==> config.mk <==
export PLATFORM = sky130hd
export DESIGN_NAME = flash_service_unit
export DESIGN_NICKNAME = d
export VERILOG_FILES = /design/src/design/flash_service_pkg.sv /design/src/design/flash_service_unit.sv
export SDC_FILE = /design/constraint.sdc
export NUM_CORES = 1
export LEC_CHECK = 0
export ABC_AREA = 1
export BUFFER_PORTS_ARGS = -buffer_cell sky130_fd_sc_hd__buf_2
export CAP_MARGIN = 15
export CORE_MARGIN = 2
export CORE_UTILIZATION = 35
export CTS_BUF_LIST = sky130_fd_sc_hd__clkbuf_8
export DETAILED_ROUTE_END_ITERATION = 8
export MAX_ROUTING_LAYER = met4
export SYNTH_ARGS = -nofsm -noshare
export SYNTH_HDL_FRONTEND = slang
export SYNTH_SLANG_ARGS = --single-unit
==> constraint.sdc <==
create_clock -name sys_clk -period 2.8 [get_ports sys_clk]
set_input_delay 0.56 -clock sys_clk [delete_from_list [all_inputs] [get_ports sys_clk]]
set_output_delay 0.56 -clock sys_clk [all_outputs]
set_load 0.02 [all_outputs]
==> src/design/flash_service_pkg.sv <==
// Constants for the flash service unit: locations, entry points, keys and counts
`default_nettype none
package flash_service_pkg;
	// Parameter locations in data memory
	localparam logic [7:0] ADDR_LOW_LOC    = 8'h00_A8;
	localparam logic [7:0] ADDR_HIGH_LOC   = 8'h00_A9;
	localparam logic [7:0] READ_RESULT_LOC = 8'h00_AA;
	localparam logic [7:0] WRITE_SRC_LOC   = 8'h00_AB;
	localparam logic [7:0] PULSE_TIME_LOC  = 8'h00_E1;
	localparam logic [7:0] KEY_LOC         = 8'h00_E2;
	localparam logic [7:0] BYTE_COUNT_LOC  = 8'h00_F1;
	// Reset value of every parameter location
	localparam logic [7:0] LOC_RESET       = 8'h00_00;
	// Entry points
	localparam logic [7:0] ENTRY_SERIAL    = 8'h00_00;
	localparam logic [7:0] ENTRY_READ      = 8'h00_11;
	localparam logic [7:0] ENTRY_WRITE     = 8'h00_14;
	localparam logic [7:0] ENTRY_PAGE_ERA  = 8'h00_17;
	localparam logic [7:0] ENTRY_MASS_ERA  = 8'h00_1A;
	localparam logic [7:0] ENTRY_BLOCK_WR  = 8'h00_23;
	localparam logic [7:0] ENTRY_BLOCK_RD  = 8'h00_26;
	localparam logic [7:0] ENTRY_EXIT      = 8'h00_62;
	// Keys
	localparam logic [7:0] CALL_KEY        = 8'h00_98;
	localparam logic [7:0] MASS_CONFIRM    = 8'h00_55;
	// Key lifetime in instruction cycles, age counter saturates at 7
	localparam logic [2:0] KEY_WINDOW      = 3'h6;
	// Largest block write length
	localparam logic [7:0] BLOCK_WR_MAX    = 8'h00_10;
	// Watchdog service interval inside the upper window, instruction cycles
	localparam logic [11:0] WDOG_KICK_CYCLES = 12'h03E8;
	// Flash command codes
	typedef enum logic [1:0] {
		FL_READ  = 2'h0,
		FL_WRITE = 2'h1,
		FL_PAGE  = 2'h2,
		FL_MASS  = 2'h3
	} flash_cmd_type;
	// Sequencer states, one-hot
	typedef enum logic [5:0] {
		ST_IDLE   = 6'b00_0001,
		ST_SINGLE = 6'b00_0010,
		ST_BLOCK  = 6'b00_0100,
		ST_RETURN = 6'b00_1000,
		ST_SERIAL = 6'b01_0000,
		ST_RESET  = 6'b10_0000
	} seq_state_type;
endpackage : flash_service_pkg
`default_nettype wire

==> src/design/flash_service_unit.sv <==
// Flash service sequencer with its transfer FIFO
// Function
// - Page-erase entry erases the page at the two address locations.
// - Mass-erase entry erases all flash only with 0x55 in the accumulator.
// - After a mass erase, enter serial programming mode, never return.
// - Read-byte entry stores the addressed flash byte in the read-result location.
// - Block-read copies count flash bytes to RAM at X, count 0 to 255.
// - Write-byte entry programs the write-source byte at the given address.
// - Block-write programs count RAM bytes from X into flash, count 0 to 16.
// - Exit entry resets the device, no return to caller.
// - Base entry enters serial mode until serial exit, which resets.
// - A jump is accepted only within six cycles of the key write.
// - Flash address comes from two locations, high byte at the upper one.
// - Block length comes from the byte-count location.
// - Interrupts suppressed while servicing, global enable left untouched.
// - Watchdog kicked periodically during service and again on return.
`default_nettype none
`timescale 1ns/1ps

// Synchronous FIFO, valid/ready on both sides
module transfer_fifo #(
	parameter int WIDTH = 8,
	parameter int DEPTH = 8
) (
	input  wire logic             sys_clk,
	input  wire logic             reset_n,
	input  wire logic             clkEnable,
	input  wire logic [WIDTH-1:0] inData,
	input  wire logic             inValid,
	output logic                  inReady,
	output logic      [WIDTH-1:0] outData,
	output logic                  outValid,
	input  wire logic             outReady
);
	localparam int PW = $clog2(DEPTH);
	logic [WIDTH-1:0] store [DEPTH];
	logic [PW:0]      wrPtr;
	logic [PW:0]      rdPtr;
	wire              doPush = clkEnable && inValid && inReady;
	wire              doPop  = clkEnable && outValid && outReady;

	// Extra pointer bit tells full from empty
	assign inReady  = !((wrPtr[PW-1:0] == rdPtr[PW-1:0]) && (wrPtr[PW] != rdPtr[PW]));
	assign outValid = (wrPtr != rdPtr);
	assign outData  = store[rdPtr[PW-1:0]];

	// Pointers
	always_ff @(posedge sys_clk or negedge reset_n) begin
		if (!reset_n) begin
			wrPtr <= '0;
			rdPtr <= '0;
		end else begin
			if (doPush) wrPtr <= wrPtr + 1'b1;
			if (doPop) rdPtr <= rdPtr + 1'b1;
		end
	end

	// Storage carries no reset
	always_ff @(posedge sys_clk) begin
		if (doPush) store[wrPtr[PW-1:0]] <= inData;
	end
endmodule : transfer_fifo

// Sequencer reached through the jump-to-boot call
module flash_service_unit (
	input  wire logic        sys_clk,
	input  wire logic        reset_n,
	input  wire logic        clkEnable,
	input  wire logic        locWrite,
	input  wire logic        locRead,
	input  wire logic [7:0]  locAddr,
	input  wire logic [7:0]  locWrData,
	output logic      [7:0]  locRdData,
	input  wire logic        jumpToBootService,
	input  wire logic [7:0]  jumpTarget,
	input  wire logic [7:0]  accumulator,
	input  wire logic [7:0]  xPointer,
	input  wire logic [7:0]  dataSegment,
	input  wire logic        serialExit,
	output logic             flashReq,
	output flash_service_pkg::flash_cmd_type flashCmd,
	output logic      [15:0] flashAddr,
	output logic      [7:0]  flashWrData,
	input  wire logic        flashDone,
	input  wire logic [7:0]  flashRdData,
	output logic      [7:0]  programPulseTiming,
	output logic             ramReq,
	output logic             ramWe,
	output logic      [15:0] ramAddr,
	output logic      [7:0]  ramWrData,
	input  wire logic        ramAck,
	input  wire logic [7:0]  ramRdData,
	output logic             serviceBusy,
	output logic             irqSuppress,
	output logic             watchdogKick,
	output logic             returnToFlash,
	output logic             jumpRejected,
	output logic             serialProgMode,
	output logic             deviceResetReq
);
	flash_service_pkg::seq_state_type state;
	logic [7:0]  addrLow;
	logic [7:0]  addrHigh;
	logic [7:0]  readResult;
	logic [7:0]  writeSource;
	logic [7:0]  keyValue;
	logic [7:0]  byteCount;
	logic [2:0]  keyAge;
	logic        keyArmed;
	logic [11:0] wdogCount;
	logic        blockToFlash;
	logic [7:0]  srcIndex;
	logic [7:0]  dstIndex;
	logic [7:0]  blockLength;
	logic        srcPending;
	logic        dstPending;
	logic [7:0]  fifoOutData;
	logic        fifoInReady;
	logic        fifoOutValid;

	// Call decode
	wire keyFresh   = keyArmed && (keyAge < flash_service_pkg::KEY_WINDOW);
	wire callTaken  = clkEnable && jumpToBootService && (state == flash_service_pkg::ST_IDLE);
	wire callOk     = callTaken && keyFresh;
	wire isRead     = jumpTarget == flash_service_pkg::ENTRY_READ;
	wire isWrite    = jumpTarget == flash_service_pkg::ENTRY_WRITE;
	wire isPage     = jumpTarget == flash_service_pkg::ENTRY_PAGE_ERA;
	wire isMass     = (jumpTarget == flash_service_pkg::ENTRY_MASS_ERA)
	                  && (accumulator == flash_service_pkg::MASS_CONFIRM);
	wire isBlockWr  = jumpTarget == flash_service_pkg::ENTRY_BLOCK_WR;
	wire isBlockRd  = jumpTarget == flash_service_pkg::ENTRY_BLOCK_RD;
	wire isExit     = jumpTarget == flash_service_pkg::ENTRY_EXIT;
	wire isSerial   = jumpTarget == flash_service_pkg::ENTRY_SERIAL;
	wire isSingle   = isRead || isWrite || isPage || isMass;
	wire knownEntry = isSingle || isBlockWr || isBlockRd || isExit || isSerial;
	wire [15:0] baseAddr = {addrHigh, addrLow};

	// Block-write length is clamped to the largest legal count
	wire [7:0] wrLength = (byteCount > flash_service_pkg::BLOCK_WR_MAX)
	                      ? flash_service_pkg::BLOCK_WR_MAX : byteCount;
	wire [7:0] startLength = isBlockWr ? wrLength : byteCount;

	// Block data path: source fills the FIFO, sink drains it
	wire inBlock    = state == flash_service_pkg::ST_BLOCK;
	wire srcAck     = blockToFlash ? ramAck : flashDone;
	wire [7:0] srcData = blockToFlash ? ramRdData : flashRdData;
	wire dstAck     = blockToFlash ? flashDone : ramAck;
	wire srcIssue   = clkEnable && inBlock && !srcPending && (srcIndex != blockLength) && fifoInReady;
	wire srcReturn  = clkEnable && inBlock && srcPending && srcAck;
	wire dstIssue   = clkEnable && inBlock && !dstPending && fifoOutValid;
	wire dstReturn  = clkEnable && inBlock && dstPending && dstAck;
	wire blockEnd   = inBlock && (dstIndex == blockLength) && !srcPending && !dstPending;
	wire singleEnd  = clkEnable && (state == flash_service_pkg::ST_SINGLE) && flashDone;
	wire wdogDue    = wdogCount == flash_service_pkg::WDOG_KICK_CYCLES;

	// Space was checked at issue and only one fetch is outstanding, so a push never stalls
	transfer_fifo #(
		.WIDTH (8),
		.DEPTH (8)
	) fifo_inst (
		.sys_clk   (sys_clk),
		.reset_n   (reset_n),
		.clkEnable (clkEnable),
		.inData    (srcData),
		.inValid   (srcReturn),
		.inReady   (fifoInReady),
		.outData   (fifoOutData),
		.outValid  (fifoOutValid),
		.outReady  (dstIssue)
	);

	// Parameter locations; the processor can write them at any time, also while the unit runs
	always_ff @(posedge sys_clk or negedge reset_n) begin
		if (!reset_n) begin
			addrLow            <= flash_service_pkg::LOC_RESET;
			addrHigh           <= flash_service_pkg::LOC_RESET;
			writeSource        <= flash_service_pkg::LOC_RESET;
			programPulseTiming <= flash_service_pkg::LOC_RESET;
			keyValue           <= flash_service_pkg::LOC_RESET;
			byteCount          <= flash_service_pkg::LOC_RESET;
		end else if (clkEnable && locWrite) begin
			case (locAddr)
				flash_service_pkg::ADDR_LOW_LOC:   addrLow <= locWrData;
				flash_service_pkg::ADDR_HIGH_LOC:  addrHigh <= locWrData;
				flash_service_pkg::WRITE_SRC_LOC:  writeSource <= locWrData;
				flash_service_pkg::PULSE_TIME_LOC: programPulseTiming <= locWrData;
				flash_service_pkg::KEY_LOC:        keyValue <= locWrData;
				flash_service_pkg::BYTE_COUNT_LOC: byteCount <= locWrData;
				default: ;
			endcase
		end
	end

	// Key age: a fresh key write beats the expiry of a consumed one
	always_ff @(posedge sys_clk or negedge reset_n) begin
		if (!reset_n) begin
			keyAge   <= 3'h7;
			keyArmed <= 1'b0;
		end else if (clkEnable) begin
			if (locWrite && (locAddr == flash_service_pkg::KEY_LOC)) begin
				keyArmed <= (locWrData == flash_service_pkg::CALL_KEY);
				keyAge   <= 3'h0;
			end else begin
				if (callTaken) keyArmed <= 1'b0;
				if (keyAge != 3'h7) keyAge <= keyAge + 3'h1;
			end
		end
	end

	// Registered read-back of every location
	always_ff @(posedge sys_clk or negedge reset_n) begin
		if (!reset_n) begin
			locRdData <= flash_service_pkg::LOC_RESET;
		end else if (clkEnable && locRead) begin
			case (locAddr)
				flash_service_pkg::ADDR_LOW_LOC:    locRdData <= addrLow;
				flash_service_pkg::ADDR_HIGH_LOC:   locRdData <= addrHigh;
				flash_service_pkg::READ_RESULT_LOC: locRdData <= readResult;
				flash_service_pkg::WRITE_SRC_LOC:   locRdData <= writeSource;
				flash_service_pkg::PULSE_TIME_LOC:  locRdData <= programPulseTiming;
				flash_service_pkg::KEY_LOC:         locRdData <= keyValue;
				flash_service_pkg::BYTE_COUNT_LOC:  locRdData <= byteCount;
				default:                            locRdData <= flash_service_pkg::LOC_RESET;
			endcase
		end
	end

	// Sequencer; a rejected call leaves every location alone
	always_ff @(posedge sys_clk or negedge reset_n) begin
		if (!reset_n) begin
			state        <= flash_service_pkg::ST_IDLE;
			jumpRejected <= 1'b0;
			blockToFlash <= 1'b0;
			blockLength  <= 8'h00;
		end else if (clkEnable) begin
			jumpRejected <= callTaken && !(keyFresh && knownEntry);
			case (state)
				flash_service_pkg::ST_IDLE: begin
					if (callOk && isSingle) state <= flash_service_pkg::ST_SINGLE;
					else if (callOk && (isBlockWr || isBlockRd)) begin
						state        <= flash_service_pkg::ST_BLOCK;
						blockToFlash <= isBlockWr;
						blockLength  <= startLength;
					end
					else if (callOk && isExit) state <= flash_service_pkg::ST_RESET;
					else if (callOk && isSerial) state <= flash_service_pkg::ST_SERIAL;
				end
				flash_service_pkg::ST_SINGLE: begin
					if (flashDone && flashCmd == flash_service_pkg::FL_MASS)
						state <= flash_service_pkg::ST_SERIAL;
					else if (flashDone) state <= flash_service_pkg::ST_RETURN;
				end
				flash_service_pkg::ST_BLOCK: begin
					if (blockEnd) state <= flash_service_pkg::ST_RETURN;
				end
				flash_service_pkg::ST_RETURN: state <= flash_service_pkg::ST_IDLE;
				flash_service_pkg::ST_SERIAL: begin
					if (serialExit) state <= flash_service_pkg::ST_RESET;
				end
				flash_service_pkg::ST_RESET: state <= flash_service_pkg::ST_RESET;
				default: state <= flash_service_pkg::ST_IDLE;
			endcase
		end
	end

	// Status outputs; interrupts held off, global enable is not ours to touch
	always_ff @(posedge sys_clk or negedge reset_n) begin
		if (!reset_n) begin
			serviceBusy    <= 1'b0;
			irqSuppress    <= 1'b0;
			returnToFlash  <= 1'b0;
			serialProgMode <= 1'b0;
			deviceResetReq <= 1'b0;
		end else if (clkEnable) begin
			// A keyed jump to no entry point is refused and must not look busy
			serviceBusy    <= (state != flash_service_pkg::ST_IDLE) || (callOk && knownEntry);
			irqSuppress    <= (state != flash_service_pkg::ST_IDLE) || (callOk && knownEntry);
			returnToFlash  <= state == flash_service_pkg::ST_RETURN;
			serialProgMode <= state == flash_service_pkg::ST_SERIAL;
			deviceResetReq <= state == flash_service_pkg::ST_RESET;
		end
	end

	// Watchdog kick on the interval while busy and once on return
	always_ff @(posedge sys_clk or negedge reset_n) begin
		if (!reset_n) begin
			wdogCount    <= 12'h000;
			watchdogKick <= 1'b0;
		end else if (clkEnable) begin
			watchdogKick <= wdogDue || (state == flash_service_pkg::ST_RETURN);
			if (state == flash_service_pkg::ST_IDLE || wdogDue) wdogCount <= 12'h000;
			else wdogCount <= wdogCount + 12'h001;
		end
	end

	// Flash port: single operations launch at the call, block ones per byte
	always_ff @(posedge sys_clk or negedge reset_n) begin
		if (!reset_n) begin
			flashReq    <= 1'b0;
			flashCmd    <= flash_service_pkg::FL_READ;
			flashAddr   <= 16'h0000;
			flashWrData <= 8'h00;
		end else if (clkEnable) begin
			flashReq <= 1'b0;
			if (state == flash_service_pkg::ST_IDLE && callOk && isSingle) begin
				flashReq  <= 1'b1;
				flashAddr <= baseAddr;
				flashWrData <= writeSource;
				if (isRead) flashCmd <= flash_service_pkg::FL_READ;
				else if (isWrite) flashCmd <= flash_service_pkg::FL_WRITE;
				else if (isPage) flashCmd <= flash_service_pkg::FL_PAGE;
				else flashCmd <= flash_service_pkg::FL_MASS;
			end else if (blockToFlash ? dstIssue : srcIssue) begin
				flashReq    <= 1'b1;
				flashCmd    <= blockToFlash ? flash_service_pkg::FL_WRITE : flash_service_pkg::FL_READ;
				flashAddr   <= baseAddr + {8'h00, blockToFlash ? dstIndex : srcIndex};
				flashWrData <= fifoOutData;
			end
		end
	end

	// Read result lands in its location when the flash answers
	always_ff @(posedge sys_clk or negedge reset_n) begin
		if (!reset_n) readResult <= flash_service_pkg::LOC_RESET;
		else if (singleEnd && flashCmd == flash_service_pkg::FL_READ) readResult <= flashRdData;
		else if (clkEnable && locWrite && locAddr == flash_service_pkg::READ_RESULT_LOC) readResult <= locWrData;
	end

	// RAM port, addressed through the caller's data segment
	always_ff @(posedge sys_clk or negedge reset_n) begin
		if (!reset_n) begin
			ramReq    <= 1'b0;
			ramWe     <= 1'b0;
			ramAddr   <= 16'h0000;
			ramWrData <= 8'h00;
		end else if (clkEnable) begin
			ramReq <= 1'b0;
			if (blockToFlash ? srcIssue : dstIssue) begin
				ramReq    <= 1'b1;
				ramWe     <= !blockToFlash;
				ramAddr   <= {dataSegment, xPointer + (blockToFlash ? srcIndex : dstIndex)};
				ramWrData <= fifoOutData;
			end
		end
	end

	// Block progress counters
	always_ff @(posedge sys_clk or negedge reset_n) begin
		if (!reset_n) begin
			srcIndex   <= 8'h00;
			dstIndex   <= 8'h00;
			srcPending <= 1'b0;
			dstPending <= 1'b0;
		end else if (clkEnable) begin
			if (state == flash_service_pkg::ST_IDLE) begin
				srcIndex <= 8'h00;
				dstIndex <= 8'h00;
			end else begin
				if (srcIssue) srcIndex <= srcIndex + 8'h01;
				if (dstIssue) dstIndex <= dstIndex + 8'h01;
			end
			if (srcIssue) srcPending <= 1'b1;
			else if (srcReturn) srcPending <= 1'b0;
			if (dstIssue) dstPending <= 1'b1;
			else if (dstReturn) dstPending <= 1'b0;
		end
	end
endmodule : flash_service_unit
`default_nettype wire

==> results.ini <==
[grt]
grt_pass1_vias=11015
overflow=0
track_usage_pct=20.5
grt_max_degree=67
grt_antenna_before_repair=0
grt_first_pass_wirelength_um=60300

[sta]
tns_ps=0
period_share_pct=87.8
period_minus_slack_ps=2460
drv_slew=0
worstMarginPinSlew_ps=1000
max_freq_mhz=407
setup-violations-final=0
rsz0062_at_grt=no
relSlewSlack_pct=33.2
fin_skew_ps=37.9
finalHoldViolCount=0
fin_hold_ws_ps=27.3

[floorplanning]
fp.coreArea_um2=36500
die-area_um2=38500
placement_rows=70
die_height_um=196
die_x_um=196
io_pins=149
initial_core_util_pct=35.4

[logic_synthesis]
yosysWarnings=0
syn_nets=1710
post_synth.cell_area_avg_um2=8.02
synth_seq_area_share_pct=49.7
synth-edff-count=64
synth_cells=1612
async_reset_ff_share_pct=73.8
synth_area_um2=12900
ys.flop_type=dfrtp_1
synth_seq_cells=244
ys_types=48

[critical_path]
cp-start-kind=flip-flop
crit_cells=10
cp.required_ps=3070
critPathKind=flip-flop to flip-flop
crit_arrival_ps=2730
cp.buffers_inverters=5
critPathMaxFanout=16
cp_top_family=buffers and inverters
worst-r2r-cell-count=10
cp_common_cell=buf_4
crit_slowest_cell=dfrtp_2
critPathMaxStageDelay_ps=500
worstSetupEndpointType=flip-flop
crit_chain=buf_4, inv_1, buf_4, o21ai_1, nor3_1, nand2_1, inv_1, nand2_1, nor3_1, buf_4

[place]
hpwlAfterDp_um=28300
portBuffers=148
place_congestion=0.930

[route]
drt_wl_total_um=38000
wl_met1_um=17600
drt_iter0_drc=787
wl_met3_um=2270
first_pass_iters=6
top_layer=met4
drcViolationCount=0
via_count=11423
wire_per_inst_um=16.6
antenna_left=0
vias_per_cell=4.98
detailroute.wirelength.met2_um=17300

[clock_network]
path_clk_slew_ps=70
clock_latency_ps=570
h-tree-depth=2
post_cts_buffers=0
cts_buffer_depth=3
root_buffer=clkbuf_8
cts_tree=done
numCtsBuffers=45
cts-hold-fix-buffers=0
cts_resized=0
cts.sinks=244

[power_and_ir_drop]
power.density_nw_per_um2=579
vdd_drop_max_mv=0.290
p_leak_nw=7.73

[run]
max_cap_viol_count=0

[cells_and_area]
drive_gt1_share_pct=16.0
synthToLayoutAreaGrowth_pct=17.9
antennaDiodeCount=0
fillers=3763
fin_util_pct=41.8
finish.net_count=1893

[hold_path]
worstHoldPathType=primary input to async pin

[outcome]
status=finished, final reports clean

## through the flow
stage               std cells  total power (W)  setup slack (ps)  area [um^2]
global placement         2216          0.00532               329        14300
detailed placement       2216          0.00534               304        14300
CTS                      2296          0.00895               273        15200
finish                   2296          0.00884               341        15300
global route             2296          0.00933              74.1        15300
floorplan                1612          0.00487               252        12900
## state kept, by name (all words and copies together), names as in the netlist, 12 cells and up
name and cells:
flashAddr 16, fifo_inst.store 64, ramAddr 16, wdogCount 12
## where the power goes
part | internal (W) | switching [W] | total [W]
clock network | 0.00201 | 0.00155 | 0.00356
registers | 0.00384 | 0.000179 | 0.00402
logic | 0.000442 | 0.000809 | 0.00125
total | 0.00630 | 0.00254 | 0.00884
## Yosys cell counts, drive strengths merged, types with 4 or more instances
cell      n  area [um^2]
a21oi    31          155
buf      32          218
clkbuf   20         75.1
dfrtp   176         4400
dfstp     4          105
edfxtp   64         1920
ha       23          288
inv     154          586
nand2   560         2150
nand3    73          393
nand3b    5         37.5
nand4    44          297
nor2    125          524
nor3     31          166
o211ai    8         60.1
o21a      8         60.1
o21ai   179          896
o22ai    19          119
xnor2    16          140
xor2     20          175
## cell type report
type | instances | area, um^2 | area share [%]
clock buffers | 50 | 688 | 4.51
flip-flops and latches | 244 | 6430 | 42.2
inverters | 157 | 597 | 3.91
clock inverters | 30 | 240 | 1.58
multi-input cells | 1159 | 5610 | 36.8
repair buffers | 188 | 1100 | 7.19
well taps | 468 | 586 | 3.84
## worst paths after layout
| kind | endpoint | startpoint | slack, ps |
|---|---|---|---|
| hold / removal | ramAddr[10] | reset_n | 30 |
| max in group asynchronous | keyAge[1] | reset_n | 2090 |
| hold reg to reg | ramAddr[5] | ramAddr[5] | 460 |
| setup / recovery | fifo_inst.store[5][6] | blockToFlash | 340 |
| setup reg to reg | fifo_inst.store[5][6] | blockToFlash | 340 |
| min in group sys_clk | ramAddr[13] | dataSegment[5] | 210 |
## cell usage in the layout (no fill, tap or decap), types with 4 or more instances in the layout
master	count
o21ai_1	28
o21a_1	8
nor2_4	5
bufinv_16	4
inv_1	164
nor2_2	7
a21oi_1	31
nor3_1	30
nand3b_1	5
clkinv_2	6
edfxtp_1	64
nand2_4	5
xnor2_1	16
clkinv_1	5
clkbuf_8	50
o21ai_0	151
buf_4	36
nor2_1	113
nand4_1	42
o211ai_1	8
nand3_1	69
xor2_1	20
dfrtp_1	175
buf_12	4
ha_1	23
nand2_1	550
dfstp_2	4
o22ai_1	19
nand2_2	5
buf_2	147
## logic make-up (layout without fill, tap and decap cells)
group | after synthesis | in the layout | synth area share [%]
AOI/OAI and AO/OA | 252 | 252 | 10.4
xor gates and xnor gates | 36 | 36 | 2.44
adders and majority gates | 25 | 25 | 2.54
buffers and inverters | 209 | 425 | 6.88
DFF | 244 | 244 | 49.7
and+or+nand+nor | 846 | 846 | 28.0
## layer usage
metal  GRT usage [%]  up-vias
li1                -     5654
met1            28.0     5351
met2            32.1      362
met3            2.92       56
met4            5.44        0
met5               -        -
Power figures use the tool's default switching activity.
